**config.mk**
```make
export PLATFORM = sky130hd
export DESIGN_NAME = awsc_top
export DESIGN_NICKNAME = d
export VERILOG_FILES = /design/src/logic/awsc_pkg.sv /design/src/logic/awsc_top.sv
export VERILOG_INCLUDE_DIRS = /design/src /design/src/logic
export SDC_FILE = /design/constraint.sdc
export NUM_CORES = 1
export LEC_CHECK = 0
export BUFFER_PORTS_ARGS = -buffer_cell sky130_fd_sc_hd__buf_2
export CORE_ASPECT_RATIO = 0.6
export CORE_UTILIZATION = 48
export DETAILED_ROUTE_END_ITERATION = 12
export MAX_ROUTING_LAYER = met4
export PLACE_DENSITY = 0.77
export SYNTH_ARGS = -nofsm -noshare
export SYNTH_HDL_FRONTEND = slang
export SYNTH_SLANG_ARGS = --single-unit
```
**constraint.sdc**
```tcl
create_clock -name aclk -period 2.3 [get_ports aclk]
set_input_delay 0.115 -clock aclk [delete_from_list [all_inputs] [get_ports aclk]]
set_output_delay 0.115 -clock aclk [all_outputs]
set_load 0.02 [all_outputs]
```
**src/logic/awsc_defines.svh**
```systemverilog
// Offsets, field positions, reset values and response codes for the area wait block
`ifndef AWSC_DEFINES_SVH
`define AWSC_DEFINES_SVH

`define AWSC_OFF_WAIT      12'h000
`define AWSC_OFF_CTRL      12'h004
`define AWSC_OFF_STAT      12'h008

`define AWSC_WAIT_RESET    16'hFFFF
`define AWSC_CTRL_RESET    3'h0

`define AWSC_A6_HI         15
`define AWSC_A6_LO         13
`define AWSC_A5_HI         12
`define AWSC_A5_LO         10
`define AWSC_A4_HI         9
`define AWSC_A4_LO         7
`define AWSC_A3_HI         6
`define AWSC_A3_LO         5
`define AWSC_A2_HI         4
`define AWSC_A2_LO         3
`define AWSC_A0_HI         2
`define AWSC_A0_LO         0

`define AWSC_CTRL_SAMPLE   0
`define AWSC_CTRL_A2_SDRAM 1
`define AWSC_CTRL_A3_SDRAM 2

`define AWSC_RESP_OKAY     2'h0
`define AWSC_RESP_SLVERR   2'h2

`endif

```
**src/logic/awsc_pkg.sv**
```systemverilog
// Types shared by the area wait block
package awsc_pkg;
  typedef enum logic [1:0] {
    ST_IDLE,
    ST_FIRST,
    ST_BURST
  } awsc_state_t;

  typedef logic [2:0] awsc_area_t;
endpackage

```
**src/logic/awsc_top.sv**
```systemverilog
// Area wait-state configuration register with wait engine and AXI4-Lite slave
`include "awsc_defines.svh"
`timescale 1ns/100ps
`default_nettype none

module awsc_top #(
  parameter int ADDR_W = 12
) (
  input  wire logic              aclk,
  input  wire logic              aresetn,
  input  wire logic              ce,
  input  wire logic              manual_rst_n,
  input  wire logic              standby,
  input  wire logic [ADDR_W-1:0] s_axi_awaddr,
  input  wire logic [2:0]        s_axi_awprot,
  input  wire logic              s_axi_awvalid,
  output logic                   s_axi_awready,
  input  wire logic [31:0]       s_axi_wdata,
  input  wire logic [3:0]        s_axi_wstrb,
  input  wire logic              s_axi_wvalid,
  output logic                   s_axi_wready,
  output logic [1:0]             s_axi_bresp,
  output logic                   s_axi_bvalid,
  input  wire logic              s_axi_bready,
  input  wire logic [ADDR_W-1:0] s_axi_araddr,
  input  wire logic [2:0]        s_axi_arprot,
  input  wire logic              s_axi_arvalid,
  output logic                   s_axi_arready,
  output logic [31:0]            s_axi_rdata,
  output logic [1:0]             s_axi_rresp,
  output logic                   s_axi_rvalid,
  input  wire logic              s_axi_rready,
  input  wire logic              acc_valid,
  output logic                   acc_ready,
  input  wire awsc_pkg::awsc_area_t acc_area,
  input  wire logic [2:0]        acc_extra_beats,
  input  wire logic              wait_req_n,
  output logic                   bus_clock_output,
  output logic                   beat_done,
  output logic                   acc_done,
  output logic [1:0]             cas_latency
);
  import awsc_pkg::*;

  // Register group
  logic [15:0]       area_wait_state_control;
  logic [15:0]       next_area_wait_state_control;
  logic [2:0]        ctrl;
  logic [2:0]        next_ctrl;

  // AXI group
  logic              aw_held;
  logic              next_aw_held;
  logic [ADDR_W-1:0] aw_addr;
  logic [ADDR_W-1:0] next_aw_addr;
  logic              w_held;
  logic              next_w_held;
  logic [31:0]       w_data;
  logic [31:0]       next_w_data;
  logic [3:0]        w_strb;
  logic [3:0]        next_w_strb;
  logic              bvalid_q;
  logic              next_bvalid_q;
  logic [1:0]        bresp_q;
  logic [1:0]        next_bresp_q;
  logic              rvalid_q;
  logic              next_rvalid_q;
  logic [31:0]       rdata_q;
  logic [31:0]       next_rdata_q;
  logic [1:0]        rresp_q;
  logic [1:0]        next_rresp_q;

  // Pin and clock group
  logic              wait_meta;
  logic              wait_sync;
  logic              wait_held;
  logic              next_wait_held;
  logic              bclk_q;
  logic              next_bclk_q;

  // Engine group
  awsc_state_t       state;
  awsc_state_t       next_state;
  awsc_area_t        cur_area;
  awsc_area_t        next_cur_area;
  logic [3:0]        cnt;
  logic [3:0]        next_cnt;
  logic [2:0]        beats_left;
  logic [2:0]        next_beats_left;
  logic              honour;
  logic              next_honour;
  logic              beat_q;
  logic              next_beat_q;
  logic              done_q;
  logic              next_done_q;

  logic              wr_fire;
  logic              rd_fire;
  logic [31:0]       wr_mask;
  logic [3:0]        first_waits;
  logic              first_honour;
  logic [3:0]        burst_load;
  logic              is_burst_area;
  logic              stall;
  logic [ADDR_W-1:0] wr_addr;
  logic [31:0]       wr_data;
  logic [3:0]        wr_strb;
  awsc_area_t        sel_area;

  function automatic logic [3:0] waits3(input logic [2:0] code);
    case (code)
      3'd4:    waits3 = 4'd4;
      3'd5:    waits3 = 4'd6;
      3'd6:    waits3 = 4'd8;
      3'd7:    waits3 = 4'd10;
      default: waits3 = {1'b0, code};
    endcase
  endfunction

  function automatic logic [3:0] pitch3(input logic [2:0] code);
    case (code)
      3'd0:    pitch3 = 4'd2;
      3'd1:    pitch3 = 4'd2;
      3'd2:    pitch3 = 4'd3;
      3'd3:    pitch3 = 4'd4;
      3'd4:    pitch3 = 4'd4;
      3'd5:    pitch3 = 4'd6;
      3'd6:    pitch3 = 4'd8;
      default: pitch3 = 4'd10;
    endcase
  endfunction

  function automatic logic [1:0] cas2(input logic [1:0] code);
    cas2 = (code == 2'd0) ? 2'd1 : code;
  endfunction

  // AXI slave
  assign s_axi_awready = ~aw_held & ~bvalid_q;
  assign s_axi_wready  = ~w_held & ~bvalid_q;
  assign s_axi_arready = ~rvalid_q;
  assign s_axi_bvalid  = bvalid_q;
  assign s_axi_bresp   = bresp_q;
  assign s_axi_rvalid  = rvalid_q;
  assign s_axi_rdata   = rdata_q;
  assign s_axi_rresp   = rresp_q;

  // Either half may be held or arriving now; no path through next_ values
  assign wr_addr = aw_held ? aw_addr : s_axi_awaddr;
  assign wr_data = w_held ? w_data : s_axi_wdata;
  assign wr_strb = w_held ? w_strb : s_axi_wstrb;
  assign wr_fire = (aw_held | (s_axi_awvalid & s_axi_awready))
                 & (w_held | (s_axi_wvalid & s_axi_wready)) & ~bvalid_q;
  assign rd_fire = s_axi_arvalid & ~rvalid_q;

  generate
    for (genvar i = 0; i < 4; i++) begin : g_mask
      assign wr_mask[8*i +: 8] = {8{wr_strb[i]}};
    end
  endgenerate

  always_comb begin
    next_aw_held  = aw_held;
    next_aw_addr  = aw_addr;
    next_w_held   = w_held;
    next_w_data   = w_data;
    next_w_strb   = w_strb;
    next_bvalid_q = bvalid_q;
    next_bresp_q  = bresp_q;
    next_rvalid_q = rvalid_q;
    next_rdata_q  = rdata_q;
    next_rresp_q  = rresp_q;
    if (s_axi_awvalid && s_axi_awready) begin
      next_aw_held = 1'b1;
      next_aw_addr = s_axi_awaddr;
    end
    if (s_axi_wvalid && s_axi_wready) begin
      next_w_held = 1'b1;
      next_w_data = s_axi_wdata;
      next_w_strb = s_axi_wstrb;
    end
    if (wr_fire) begin
      next_aw_held  = 1'b0;
      next_w_held   = 1'b0;
      next_bvalid_q = 1'b1;
      if (wr_addr == `AWSC_OFF_WAIT || wr_addr == `AWSC_OFF_CTRL
          || wr_addr == `AWSC_OFF_STAT) begin
        next_bresp_q = `AWSC_RESP_OKAY;
      end else begin
        next_bresp_q = `AWSC_RESP_SLVERR;
      end
    end else if (bvalid_q && s_axi_bready) begin
      next_bvalid_q = 1'b0;
    end
    if (rd_fire) begin
      next_rvalid_q = 1'b1;
      next_rresp_q  = `AWSC_RESP_OKAY;
      if (s_axi_araddr == `AWSC_OFF_WAIT) begin
        next_rdata_q = {16'h0000, area_wait_state_control};
      end else if (s_axi_araddr == `AWSC_OFF_CTRL) begin
        next_rdata_q = {29'h0000_0000, ctrl};
      end else if (s_axi_araddr == `AWSC_OFF_STAT) begin
        next_rdata_q = {24'h00_0000, wait_held, cur_area, cnt};
      end else begin
        next_rdata_q = 32'h0000_0000;
        next_rresp_q = `AWSC_RESP_SLVERR;
      end
    end else if (rvalid_q && s_axi_rready) begin
      next_rvalid_q = 1'b0;
    end
  end

  // Register file: only power-on reset touches it
  always_comb begin
    next_area_wait_state_control = area_wait_state_control;
    next_ctrl                    = ctrl;
    if (wr_fire && wr_addr == `AWSC_OFF_WAIT) begin
      next_area_wait_state_control = (area_wait_state_control & ~wr_mask[15:0])
                                   | (wr_data[15:0] & wr_mask[15:0]);
    end else if (wr_fire && wr_addr == `AWSC_OFF_CTRL) begin
      next_ctrl = (ctrl & ~wr_mask[2:0]) | (wr_data[2:0] & wr_mask[2:0]);
    end
  end

  always_ff @(posedge aclk) begin
    if (!aresetn) begin
      area_wait_state_control <= `AWSC_WAIT_RESET;
      ctrl                    <= `AWSC_CTRL_RESET;
      aw_held                 <= 1'b0;
      aw_addr                 <= '0;
      w_held                  <= 1'b0;
      w_data                  <= 32'h0000_0000;
      w_strb                  <= 4'h0;
      bvalid_q                <= 1'b0;
      bresp_q                 <= `AWSC_RESP_OKAY;
      rvalid_q                <= 1'b0;
      rdata_q                 <= 32'h0000_0000;
      rresp_q                 <= `AWSC_RESP_OKAY;
    end else if (ce) begin
      area_wait_state_control <= next_area_wait_state_control;
      ctrl                    <= next_ctrl;
      aw_held                 <= next_aw_held;
      aw_addr                 <= next_aw_addr;
      w_held                  <= next_w_held;
      w_data                  <= next_w_data;
      w_strb                  <= next_w_strb;
      bvalid_q                <= next_bvalid_q;
      bresp_q                 <= next_bresp_q;
      rvalid_q                <= next_rvalid_q;
      rdata_q                 <= next_rdata_q;
      rresp_q                 <= next_rresp_q;
    end
  end

  // Bus clock output and wait pin sampling
  assign bus_clock_output = bclk_q;

  always_comb begin
    next_bclk_q    = standby ? 1'b0 : ~bclk_q;
    next_wait_held = wait_held;
    if (!ctrl[`AWSC_CTRL_SAMPLE]) begin
      next_wait_held = ~wait_sync;
    end else if (bclk_q) begin
      next_wait_held = ~wait_sync;
    end
  end

  always_ff @(posedge aclk) begin
    if (!aresetn) begin
      wait_meta <= 1'b1;
      wait_sync <= 1'b1;
      wait_held <= 1'b0;
      bclk_q    <= 1'b0;
    end else if (ce) begin
      wait_meta <= wait_req_n;
      wait_sync <= wait_meta;
      wait_held <= next_wait_held;
      bclk_q    <= next_bclk_q;
    end
  end

  // Settings follow the running access; in ST_IDLE they follow the acc_area request pins
  assign sel_area = (state == ST_IDLE) ? acc_area : cur_area;

  // First-cycle settings per area
  always_comb begin
    first_waits   = 4'd0;
    first_honour  = 1'b0;
    burst_load    = 4'd0;
    is_burst_area = 1'b0;
    cas_latency   = 2'd0;
    case (sel_area)
      3'd6: begin
        first_waits   = waits3(area_wait_state_control[`AWSC_A6_HI:`AWSC_A6_LO]);
        is_burst_area = 1'b1;
      end
      3'd5: begin
        first_waits   = waits3(area_wait_state_control[`AWSC_A5_HI:`AWSC_A5_LO]);
        is_burst_area = 1'b1;
      end
      3'd4: begin
        first_waits = waits3(area_wait_state_control[`AWSC_A4_HI:`AWSC_A4_LO]);
      end
      3'd3: begin
        if (ctrl[`AWSC_CTRL_A3_SDRAM]) begin
          cas_latency = cas2(area_wait_state_control[`AWSC_A3_HI:`AWSC_A3_LO]);
          first_waits = {2'b00, cas_latency};
        end else begin
          first_waits = {2'b00, area_wait_state_control[`AWSC_A3_HI:`AWSC_A3_LO]};
        end
      end
      3'd2: begin
        if (ctrl[`AWSC_CTRL_A2_SDRAM]) begin
          cas_latency = cas2(area_wait_state_control[`AWSC_A2_HI:`AWSC_A2_LO]);
          first_waits = {2'b00, cas_latency};
        end else begin
          first_waits = {2'b00, area_wait_state_control[`AWSC_A2_HI:`AWSC_A2_LO]};
        end
      end
      3'd0: begin
        first_waits   = waits3(area_wait_state_control[`AWSC_A0_HI:`AWSC_A0_LO]);
        is_burst_area = 1'b1;
      end
      default: begin
        first_waits = 4'd0;
      end
    endcase
    // SDRAM latency is fixed, so the wait pin plays no part there
    first_honour = (first_waits != 4'd0) && (cas_latency == 2'd0);
    if (is_burst_area) begin
      burst_load = 4'(pitch3(sel_area == 3'd6 ?
                   area_wait_state_control[`AWSC_A6_HI:`AWSC_A6_LO] :
                   sel_area == 3'd5 ?
                   area_wait_state_control[`AWSC_A5_HI:`AWSC_A5_LO] :
                   area_wait_state_control[`AWSC_A0_HI:`AWSC_A0_LO]) - 4'd1);
    end else begin
      burst_load = first_waits;
    end
  end

  // Wait engine
  assign acc_ready = (state == ST_IDLE) & ~standby;
  assign beat_done = beat_q;
  assign acc_done  = done_q;
  assign stall     = honour & wait_held;

  always_comb begin
    next_state      = state;
    next_cur_area   = cur_area;
    next_cnt        = cnt;
    next_beats_left = beats_left;
    next_honour     = honour;
    next_beat_q     = 1'b0;
    next_done_q     = 1'b0;
    case (state)
      ST_IDLE: begin
        if (acc_valid && acc_ready) begin
          next_state      = ST_FIRST;
          next_cur_area   = acc_area;
          next_cnt        = first_waits;
          next_honour     = first_honour;
          next_beats_left = acc_extra_beats;
        end
      end
      ST_FIRST, ST_BURST: begin
        if (cnt != 4'd0) begin
          next_cnt = cnt - 4'd1;
        end else if (!stall) begin
          next_beat_q = 1'b1;
          if (beats_left == 3'd0) begin
            next_done_q = 1'b1;
            next_state  = ST_IDLE;
          end else begin
            next_beats_left = beats_left - 3'd1;
            next_state      = ST_BURST;
            if (cur_area == 3'd6 || cur_area == 3'd5 || cur_area == 3'd0) begin
              next_cnt    = burst_load;
              next_honour = 1'b1;
            end else begin
              next_cnt    = first_waits;
              next_honour = first_honour;
            end
          end
        end
      end
      default: begin
        next_state = ST_IDLE;
      end
    endcase
  end

  always_ff @(posedge aclk) begin
    if (!aresetn) begin
      state      <= ST_IDLE;
      cur_area   <= 3'd0;
      cnt        <= 4'd0;
      beats_left <= 3'd0;
      honour     <= 1'b0;
      beat_q     <= 1'b0;
      done_q     <= 1'b0;
    end else if (ce) begin
      if (!manual_rst_n || standby) begin
        state      <= ST_IDLE;
        cnt        <= 4'd0;
        beats_left <= 3'd0;
        honour     <= 1'b0;
        beat_q     <= 1'b0;
        done_q     <= 1'b0;
      end else begin
        state      <= next_state;
        cur_area   <= next_cur_area;
        cnt        <= next_cnt;
        beats_left <= next_beats_left;
        honour     <= next_honour;
        beat_q     <= next_beat_q;
        done_q     <= next_done_q;
      end
    end
  end

endmodule

`default_nettype wire

```
==> results of run 1 <==
==> area by class of cell <==
type / instances / area [um2] / area share, %
multi-input combinational: 465 / 3060 / 47.9
tap: 135 / 169 / 2.64
clock inverter: 6 / 41.3 / 0.645
inverter: 12 / 45.0 / 0.704
sequential: 90 / 1800 / 28.2
clock buffer: 10 / 229 / 3.58
timing repair buffer: 165 / 1050 / 16.4
==> logic make-up (layout without fill, tap and decap cells) <==
logic type	count (synthesis)	in the layout	share of synthesized area, %
AOI/OAI and AO/OA	135	135	17.6
xor gates and xnor gates	3	3	0.540
adders and majority gates	6	6	1.54
buffers and inverters	67	193	6.89
DFF	90	90	37.0
muxes	57	57	12.2
other	1	18	0.0770
and+or+nand+nor	246	246	24.1
==> power by group <==
group | switching (mW) | total (mW) | internal [mW]
registers | 0.0364 | 1.65 | 1.61
clock network | 0.647 | 1.38 | 0.737
logic | 0.408 | 0.722 | 0.314
total | 1.09 | 3.76 | 2.66
==> metrics by stage <==
| step | setup slack (ns) | hold slack, ns | cells | setup TNS, ns | power, mW |
|---|---|---|---|---|---|
| global route | -0.101 | 0.00884 | 883 | -0.330 | 3.90 |
| floorplan | -0.00289 | 0.243 | 622 | -0.00289 | 2.07 |
| CTS | -0.0452 | 0.0112 | 876 | -0.0883 | 3.70 |
| detailed placement | -0.207 | 0.348 | 853 | -0.796 | 2.30 |
| global placement | -0.177 | 0.333 | 853 | -0.735 | 2.28 |
| finish | -0.0191 | 0.0205 | 883 | -0.0255 | 3.76 |
==> synth_stat cells, types with 2 or more instances <==
cell	count
inv_1	10
dfxtp_1	90
buf_4	18
o221ai_1	2
nand3b_1	5
nand2_1	111
o21ai_0	15
a211oi_1	4
nor3b_1	7
nor2b_1	9
nand4_1	3
or3b_2	2
nand3_1	21
a211o_1	4
o21a_1	4
a31oi_1	4
a21o_1	3
nor3_1	21
a21oi_1	68
nor4b_1	4
nor4_1	6
xnor2_1	2
o22ai_1	6
and3_1	4
a221oi_1	9
buf_2	7
mux2_2	20
nand2b_1	5
clkbuf_1	28
ha_1	6
or3_1	3
mux2i_1	37
and3b_1	2
nor2_1	35
==> what timing repair did <==
action / 4_1_cts / 5_1_grt
hold buffers: 1 / 0
buffers inserted: 6 / 7
gates resized for setup: 27 / 39
pin swaps: 7 / 8
endpoints found under the hold margin: 1 / 0
endpoints found under the setup margin: 8 / 10
cloned: 0 / 0
==> worst register-to-register path, cell delays in order (launching register included) <==
cell	delay, ns
dfxtp_2	0.34
inv_2	0.05
ha_4	0.20
buf_6	0.15
buf_6	0.13
nand2_4	0.07
o221ai_2	0.10
a211o_1	0.27
a211o_1	0.31
or4b_4	0.53
a21oi_2	0.12
==> final timing paths <==
check	from	to	slack [ns]
max	state[0]	cnt[3]	-0.02
min	s_axi_awaddr[6]	aw_addr[6]	0.02
max reg2reg	state[0]	cnt[3]	-0.02
min reg2reg	w_data[1]	w_data[1]	0.45
==> layer usage <==
layer / vias up / track usage [%] / part of all wire [%]
li1: 2387 / - / -
met1: 2452 / 41.7 / 47
met2: 243 / 43.7 / 41
met3: 22 / 8.95 / 9.9
met4: 0 / 7.09 / 1.4
met5: - / - / 0
==> reports/metrics.csv, run 1 <==
metric;value;unit
grt_pass1_wl;24000;um
dpl_cell_area;5730;um2
die_width;132;um
slew_headroom;49.9;%
cp_data_arrival_time;2.60;ns
ys_seq_area_share;37.0;%
cp.required;2.58;ns
synthCells;605;
setup.worst_path.class;register to register;
final.period_utilization;101;%
critPathMaxStageDelay;0.53;ns
clockBufferDepth;2;
cp_top_family;compound AO/OA/AOI/OAI gates;
die_y;80.0;um
io_pins;131;
rsz0062_at_grt;true;
drt_iter0_drc;506;
synth_top_flop_cell;dfxtp_1;
outcome;finished with violations;
reg2regPathDepth;10;
drc;0;
fin_skew;0.00922;ns
place.gp.congestion;0.959;
power_leakage;2.64;nW
slowest_stage;or4b_4;
worst-path-stages;10;
dr.pass1.iters;4;
final_area;6400;um2
yosys_warnings;0;
vias_per_cell;5.78;
diodes;0;
mostFrequentLayoutCells;nand2_1, dfxtp_1, buf_2;
htreeDepth;3;
cts_tree;yes;
grt_use_total;30.5;%
hold_viol;0;
grt_pass1_vias;4625;
synth_area_leaders;dfxtp_1, nand2_1, mux2i_1;
ctsRootBufferMaster;clkbuf_16;
clkTransAtPathRegs;0.07;ns
syn_area;4870;um2
place_hpwl;11200;um
layout_min_cycle_time;2.32;ns
port_buffers;88;
synthToLayoutAreaGrowth;31.4;%
synth.distinct_cells;64;
synth_top_area_share;37.0;%
die_area;10600;um2
fin_nets;833;
setup_viol;3;
cts_sinks;90;
powerDensity;587;nW/um2
fill_cells;808;
worstPathCellList;inv_2 -> ha_4 -> buf_6 -> buf_6 -> nand2_4 -> o221ai_2 -> a211o_1 -> a211o_1 -> or4b_4 -> a21oi_2;
cts_buffers;9;
antenna_found_initial;0;
synth_area_leader_cell;dfxtp_1;
placementRows;28;
holdPathStages;3;
startpoint_type;register;
grt_max_degree;39;
ant_nets;0;
layout_commonest_cell;nand2_1;
ir_drop;0.000386;V
grt-ovfl-total;0;
worstSkewPairLatency;0.35;ns
max_clock_freq;431;MHz
synth_edf_count;0;
layout-drive-gt1-share;33.0;%
core_area;9840;um2
final_util;65.0;%
path_buf_inv;3;
worst-slew-pin-transition;0.749;ns
wl_per_cell;17.8;um
worst_slack;-0.0191;ns
vias;5104;
worstSetupEndpointType;register;
critPathMaxFanout;7;
synthArstFlopShare;0;%
hold_class;input port to register;
violations;setup timing;
synth_seq_cells;90;
syn_area_per_cell;8.05;um2
wl;15700;um
maxSlewViolCount;0;
max_cap_violations;0;
start_util;49.5;%
Power figures use the tool's default switching activity.
==> run 2: changes to the inputs <==
Settings changed: BUFFER_PORTS_ARGS -buffer_cell sky130_fd_sc_hd__buf_2 to unset, CORE_UTILIZATION 48 to 58, DONT_BUFFER_PORTS set to 1, GPL_TIMING_DRIVEN set to 0, PLACE_DENSITY 0.77 to 0.76.
Clock period 2.3 ns to 2.01 ns, I/O delays scaled along.
==> reports/metrics.csv, run 2 (synthesis results as in run 1) <==
metric;value;unit;change
dpl.cell_count;730;;-14%
violations;setup timing;;
tns;-2.39;ns;-2.37 ns
grt_use_total;41.5;%;+11 points
ir_drop;0.000507;V;+31%
outcome;finished with violations;;
combPwrFrac;18.0;%;-1.2 points
htreeDepth;3;;unchanged
seqPwrFrac;41.6;%;-2.3 points
clockBufferDepth;2;;unchanged
setup_viol;10;;+7
grt_pass1_wl;26400;um;+10%
ctsRootBufferMaster;clkbuf_16;;
critPathMaxFanout;5;;-2
cp.required;2.28;ns;-0.30 ns
vias;5313;;+4.1%
slew_headroom;43.0;%;-6.9 points
io_pins;131;;unchanged
wl;17800;um;+14%
intPower;3.35;mW;+26%
die_area;8780;um2;-17%
max_cap_violations;0;;unchanged
setup.worst_path.class;register to register;;
final.period_utilization;119;%;+19 points
stdcell_count;820;;-7.1%
hold_viol;0;;unchanged
drc;0;;unchanged
dpl_cell_area;5180;um2;-9.6%
place_hpwl;11100;um;-0.78%
mostFrequentLayoutCells;nand2_1, dfxtp_1, a21oi_1;;
hold_class;input port to register;;
drt_iter0_drc;748;;+48%
place.gp.congestion;0.966;;+0.66%
die_y;73.0;um;-8.8%
cts_sinks;90;;unchanged
die_width;120;um;-8.9%
start_util;60.8;%;+11 points
worst-slew-pin-transition;0.855;ns;+0.106 ns
core_area;8010;um2;-19%
p_clk_share;40.5;%;+3.6 points
grt_max_degree;16;;-59%
dr.pass1.iters;8;;+4
wl_per_cell;21.8;um;+22%
final_area;6560;um2;+2.5%
worstSkewPairLatency;0.35;ns;about the same
layout-drive-gt1-share;24.8;%;-8.3 points
finalPower;4.62;mW;+23%
placementRows;25;;-11%
max_clock_freq;417;MHz;-3.4%
switchingPower;1.27;mW;+16%
rsz0062_at_grt;true;;
dp_slack;-0.669;ns;-0.463 ns
grt-ovfl-total;0;;unchanged
port_buffers;0;;-100%
layout_min_cycle_time;2.40;ns;+0.0814 ns
multiInputGateArea;3200;um2;+4.3%
p_sw_share;27.5;%;-1.6 points
final_util;81.9;%;+17 points
clkTransAtPathRegs;0.07;ns;about the same
fill_cells;492;;-39%
cts_buffers;9;;unchanged
startpoint_type;register;;
cts_tree;yes;;
fin_nets;796;;-4.4%
whs;0.0141;ns;-0.00648 ns
worstSetupEndpointType;register;;
maxSlewViolCount;0;;unchanged
grt_pass1_vias;4972;;+7.5%
fin_skew;0.00610;ns;-0.00312 ns
regArea;1810;um2;+0.55%
worst_slack;-0.391;ns;-0.371 ns
antenna_found_initial;1;;+1
power_leakage;2.49;nW;-5.7%
cp_data_arrival_time;2.68;ns;+0.08 ns
layout_commonest_cell;nand2_1;;
synthToLayoutAreaGrowth;34.7;%;
vias_per_cell;6.48;;+12%
ant_nets;0;;unchanged
powerDensity;704;nW/um2;+20%
==> run 2: cell count changes in the layout (fill, tap and decap cells not counted), moves of 4 or more <==
cell,delta
dlygate4sd3_1,+38
nand3_1,-4
clkbuf_1,+22
dfxtp_1,-4
buf_2,-84
o21ai_1,-5
nor3_1,-4
clkbuf_2,+4
buf_4,-22
==> run 2: layout make-up <==
class	count	share of cell area [%]
Antenna cell	1	0.0381
Buffer	51	4.63
Clock buffer	11	3.70
Clock inverter	5	1.30
Inverter	12	0.763
Multi-Input combinational cell	465	48.7
Sequential cell	90	27.7
Tap cell	108	2.06
Timing Repair Buffer	77	11.2
==> run 2: power by group through the flow <==
stage / Clock (mW) / Sequential (mW) / Combinational [mW]
after global placement: 0 / 1.95 / 0.557
final: 1.87 / 1.92 / 0.831
after global routing: 1.94 / 1.92 / 0.877
after detailed placement: 0 / 1.95 / 0.573
after floorplan: 0 / 1.93 / 0.455
after CTS: 1.86 / 1.91 / 0.747
==> run 2: repair_timing <==
item,in CTS,in global routing
pin swaps,20,16
hold buffers,39,0
gates cloned,1,0
buffers inserted,30,7
hold endpoints to repair,38,0
setup endpoints to repair,40,44
resized for setup,52,35
==> run 2: worst paths after layout <==
kind	start	to	slack, ns	cells after the start
hold reg to reg	w_data[5]	w_data[5]	0.46	2
hold / removal	s_axi_wdata[14]	register	0.01	3
setup / recovery	state[1]	cnt[3]	-0.39	10
setup reg to reg	state[1]	cnt[3]	-0.39	10
==> run 2: critical path: stages (launching register included) <==
cell and delay [ns]:
dfxtp_2 0.36, inv_2 0.06, ha_4 0.17, buf_6 0.12
buf_8 0.13, nand2_4 0.09, o221ai_4 0.12, a211o_1 0.30
a211o_1 0.32, or4b_1 0.52, a21oi_1 0.14
==> run 2: routing by layer <==
metal  global-route usage, %  wire, um  up-vias
met3                    13.9      2470       81
li1                        -         -     2317
met1                    53.7      7230     2491
met5                       -         0        -
met2                    61.2      7550      424
met4                    13.2       586        0
==> run 3: changes to the inputs <==
Settings changed: CAP_MARGIN set to 15, SETUP_SLACK_MARGIN set to 0.3.
==> reports/metrics.csv, run 3 (synthesis results as in run 1) <==
metric;value;unit;change
setup.worst_path.class;register to register;;
rsz0062_at_grt;true;;
slowest_stage;or4b_4;;
vias;5147;;-3.1%
drc;0;;unchanged
cts_buffers;9;;unchanged
maxSlewViolCount;0;;unchanged
switchingPower;1.26;mW;-0.65%
worstPathCellList;inv_2 -> ha_4 -> buf_12 -> mux2_4 -> a21oi_4 -> o22ai_2 -> a211o_1 -> or4b_4 -> a21oi_2;;
grt_pass1_wl;25200;um;-4.7%
dr.pass1.iters;5;;-3
seqPwrFrac;42.0;%;+0.4 points
antenna_found_initial;0;;-1
placementRows;25;;unchanged
worstSetupEndpointType;register;;
wl;16800;um;-5.9%
die_width;120;um;unchanged
clockBufferDepth;2;;unchanged
cts_tree;yes;;
grt_use_total;39.5;%;-2.0 points
fill_cells;477;;-3.0%
final.period_utilization;116;%;-3.0 points
place_hpwl;10700;um;-3.5%
grt_max_degree;16;;unchanged
p_clk_share;40.2;%;-0.3 points
dpl_cell_area;5210;um2;+0.43%
startpoint;state[1];;
worst-slew-pin-transition;0.852;ns;-0.00218 ns
p_sw_share;27.6;%;+0.11 points
critPathMaxFanout;9;;+4
htreeDepth;3;;unchanged
critPathMaxStageDelay;0.53;ns;about the same
violations;setup timing;;
wl_per_cell;20.4;um;-6.0%
intPower;3.31;mW;-1.2%
multiInputGateArea;3250;um2;+1.6%
worstSkewPairLatency;0.35;ns;about the same
startpoint_type;register;;
die_y;73.0;um;unchanged
die_area;8780;um2;unchanged
fin_nets;798;;+0.25%
worst_slack;-0.329;ns;+0.0613 ns
setup_viol;11;;+1
cts_sinks;90;;unchanged
dp_slack;-0.469;ns;+0.200 ns
outcome;finished with violations;;
slew_headroom;43.1;%;about the same
layout-drive-gt1-share;26.8;%;+2.0 points
combPwrFrac;17.8;%;-0.2 points
hold_start;s_axi_araddr[2];;
clkTransAtPathRegs;0.07;ns;about the same
vias_per_cell;6.27;;-3.2%
hold_viol;0;;unchanged
regArea;1820;um2;+0.28%
layout_commonest_cell;nand2_1;;
mostFrequentLayoutCells;nand2_1, dfxtp_1, a21oi_1;;
port_buffers;0;;unchanged
start_util;60.8;%;unchanged
io_pins;131;;unchanged
ctsRootBufferMaster;clkbuf_16;;
power_leakage;2.50;nW;+0.59%
final_area;6610;um2;+0.78%
max_clock_freq;427;MHz;+2.6%
place.gp.congestion;0.949;;-1.7%
cp_data_arrival_time;2.63;ns;-0.05 ns
core_area;8010;um2;unchanged
hold_class;input port to register;;
ant_nets;0;;unchanged
cp.required;2.30;ns;+0.02 ns
path_buf_inv;2;;-1
ir_drop;0.000564;V;+11%
cp_top_family;compound AO/OA/AOI/OAI gates;;
layout_min_cycle_time;2.34;ns;-0.0613 ns
diodes;0;;-1
grt-ovfl-total;0;;unchanged
grt_pass1_vias;4819;;-3.1%
fin_skew;0.00818;ns;+0.00207 ns
r2r-start;state[1];;
drt_iter0_drc;648;;-13%
powerDensity;691;nW/um2;-1.8%
synthToLayoutAreaGrowth;35.8;%;
max_cap_violations;0;;unchanged
==> run 3: changes by cell type in the layout (fill, tap and decap cells not counted), moves of 3 or more <==
cell / previous run / this run
buf_2: 2 / 5
dfxtp_1: 84 / 80
o21ai_1: 0 / 4
clkbuf_2: 4 / 8
clkbuf_1: 23 / 16
o21ai_0: 11 / 8
dfxtp_2: 4 / 8
nor4_2: 3 / 0
==> run 3: routing by layer <==
metal	up-vias	track usage (%)	wire (um)
met3	46	10.5	2430
li1	2318	-	-
met1	2394	52.4	6860
met4	0	14.1	409
met5	-	-	0
met2	389	58.0	7080
==> run 3: through the flow <==
stage	utilization (%)	power (mW)	TNS [ns]	hold WS, ns	instances
global route	82.6	4.70	-2.55	0.0241	821
CTS	80.6	4.49	-1.59	0.0106	814
finish	82.6	4.57	-1.95	0.00700	821
floorplan	-	2.39	-0.519	0.229	622
global placement	65.0	2.50	-2.52	0.234	730
detailed placement	65.0	2.52	-5.21	0.244	730
==> run 3: final timing paths <==
check / slack [ns] / to / cells after the start
worst max register to register: -0.33 / cnt[3] / 9
worst min register to register: 0.46 / w_data[5] / 2
worst min-delay path: 0.007 / s_axi_rdata[8] / 3
worst max-delay path: -0.33 / cnt[3] / 9
==> run 3: tightest hold or removal path: cells and delay by family <==
family / cells / cell delay, ns
compound gates: 1 / 0.06
simple gates: 2 / 0.15
==> run 3: area by class of cell <==
cell class | instances | area share (%)
multi-input combinational | 465 | 49.1
sequential | 90 | 27.5
timing repair buffer | 75 | 10.3
buffer | 55 | 5.54
clock buffer | 10 | 3.46
tap | 108 | 2.04
clock inverter | 6 | 1.36
inverter | 12 | 0.719
==> run 3: repair_timing <==
item	in CTS	in global routing
gates resized for setup	78	34
hold buffers	39	0
hold endpoints to repair	38	0
pin swaps	26	14
endpoints found under the setup margin	55	64
buffers inserted	29	7
==> run 3: power by group through the flow <==
stage / Clock, mW / Combinational [mW] / Sequential (mW)
2_1_floorplan: 0 / 0.457 / 1.94
5_1_grt: 1.92 / 0.860 / 1.92
3_3_place_gp: 0 / 0.558 / 1.95
4_1_cts: 1.83 / 0.741 / 1.92
6_report: 1.84 / 0.812 / 1.92
3_5_place_dp: 0 / 0.568 / 1.95
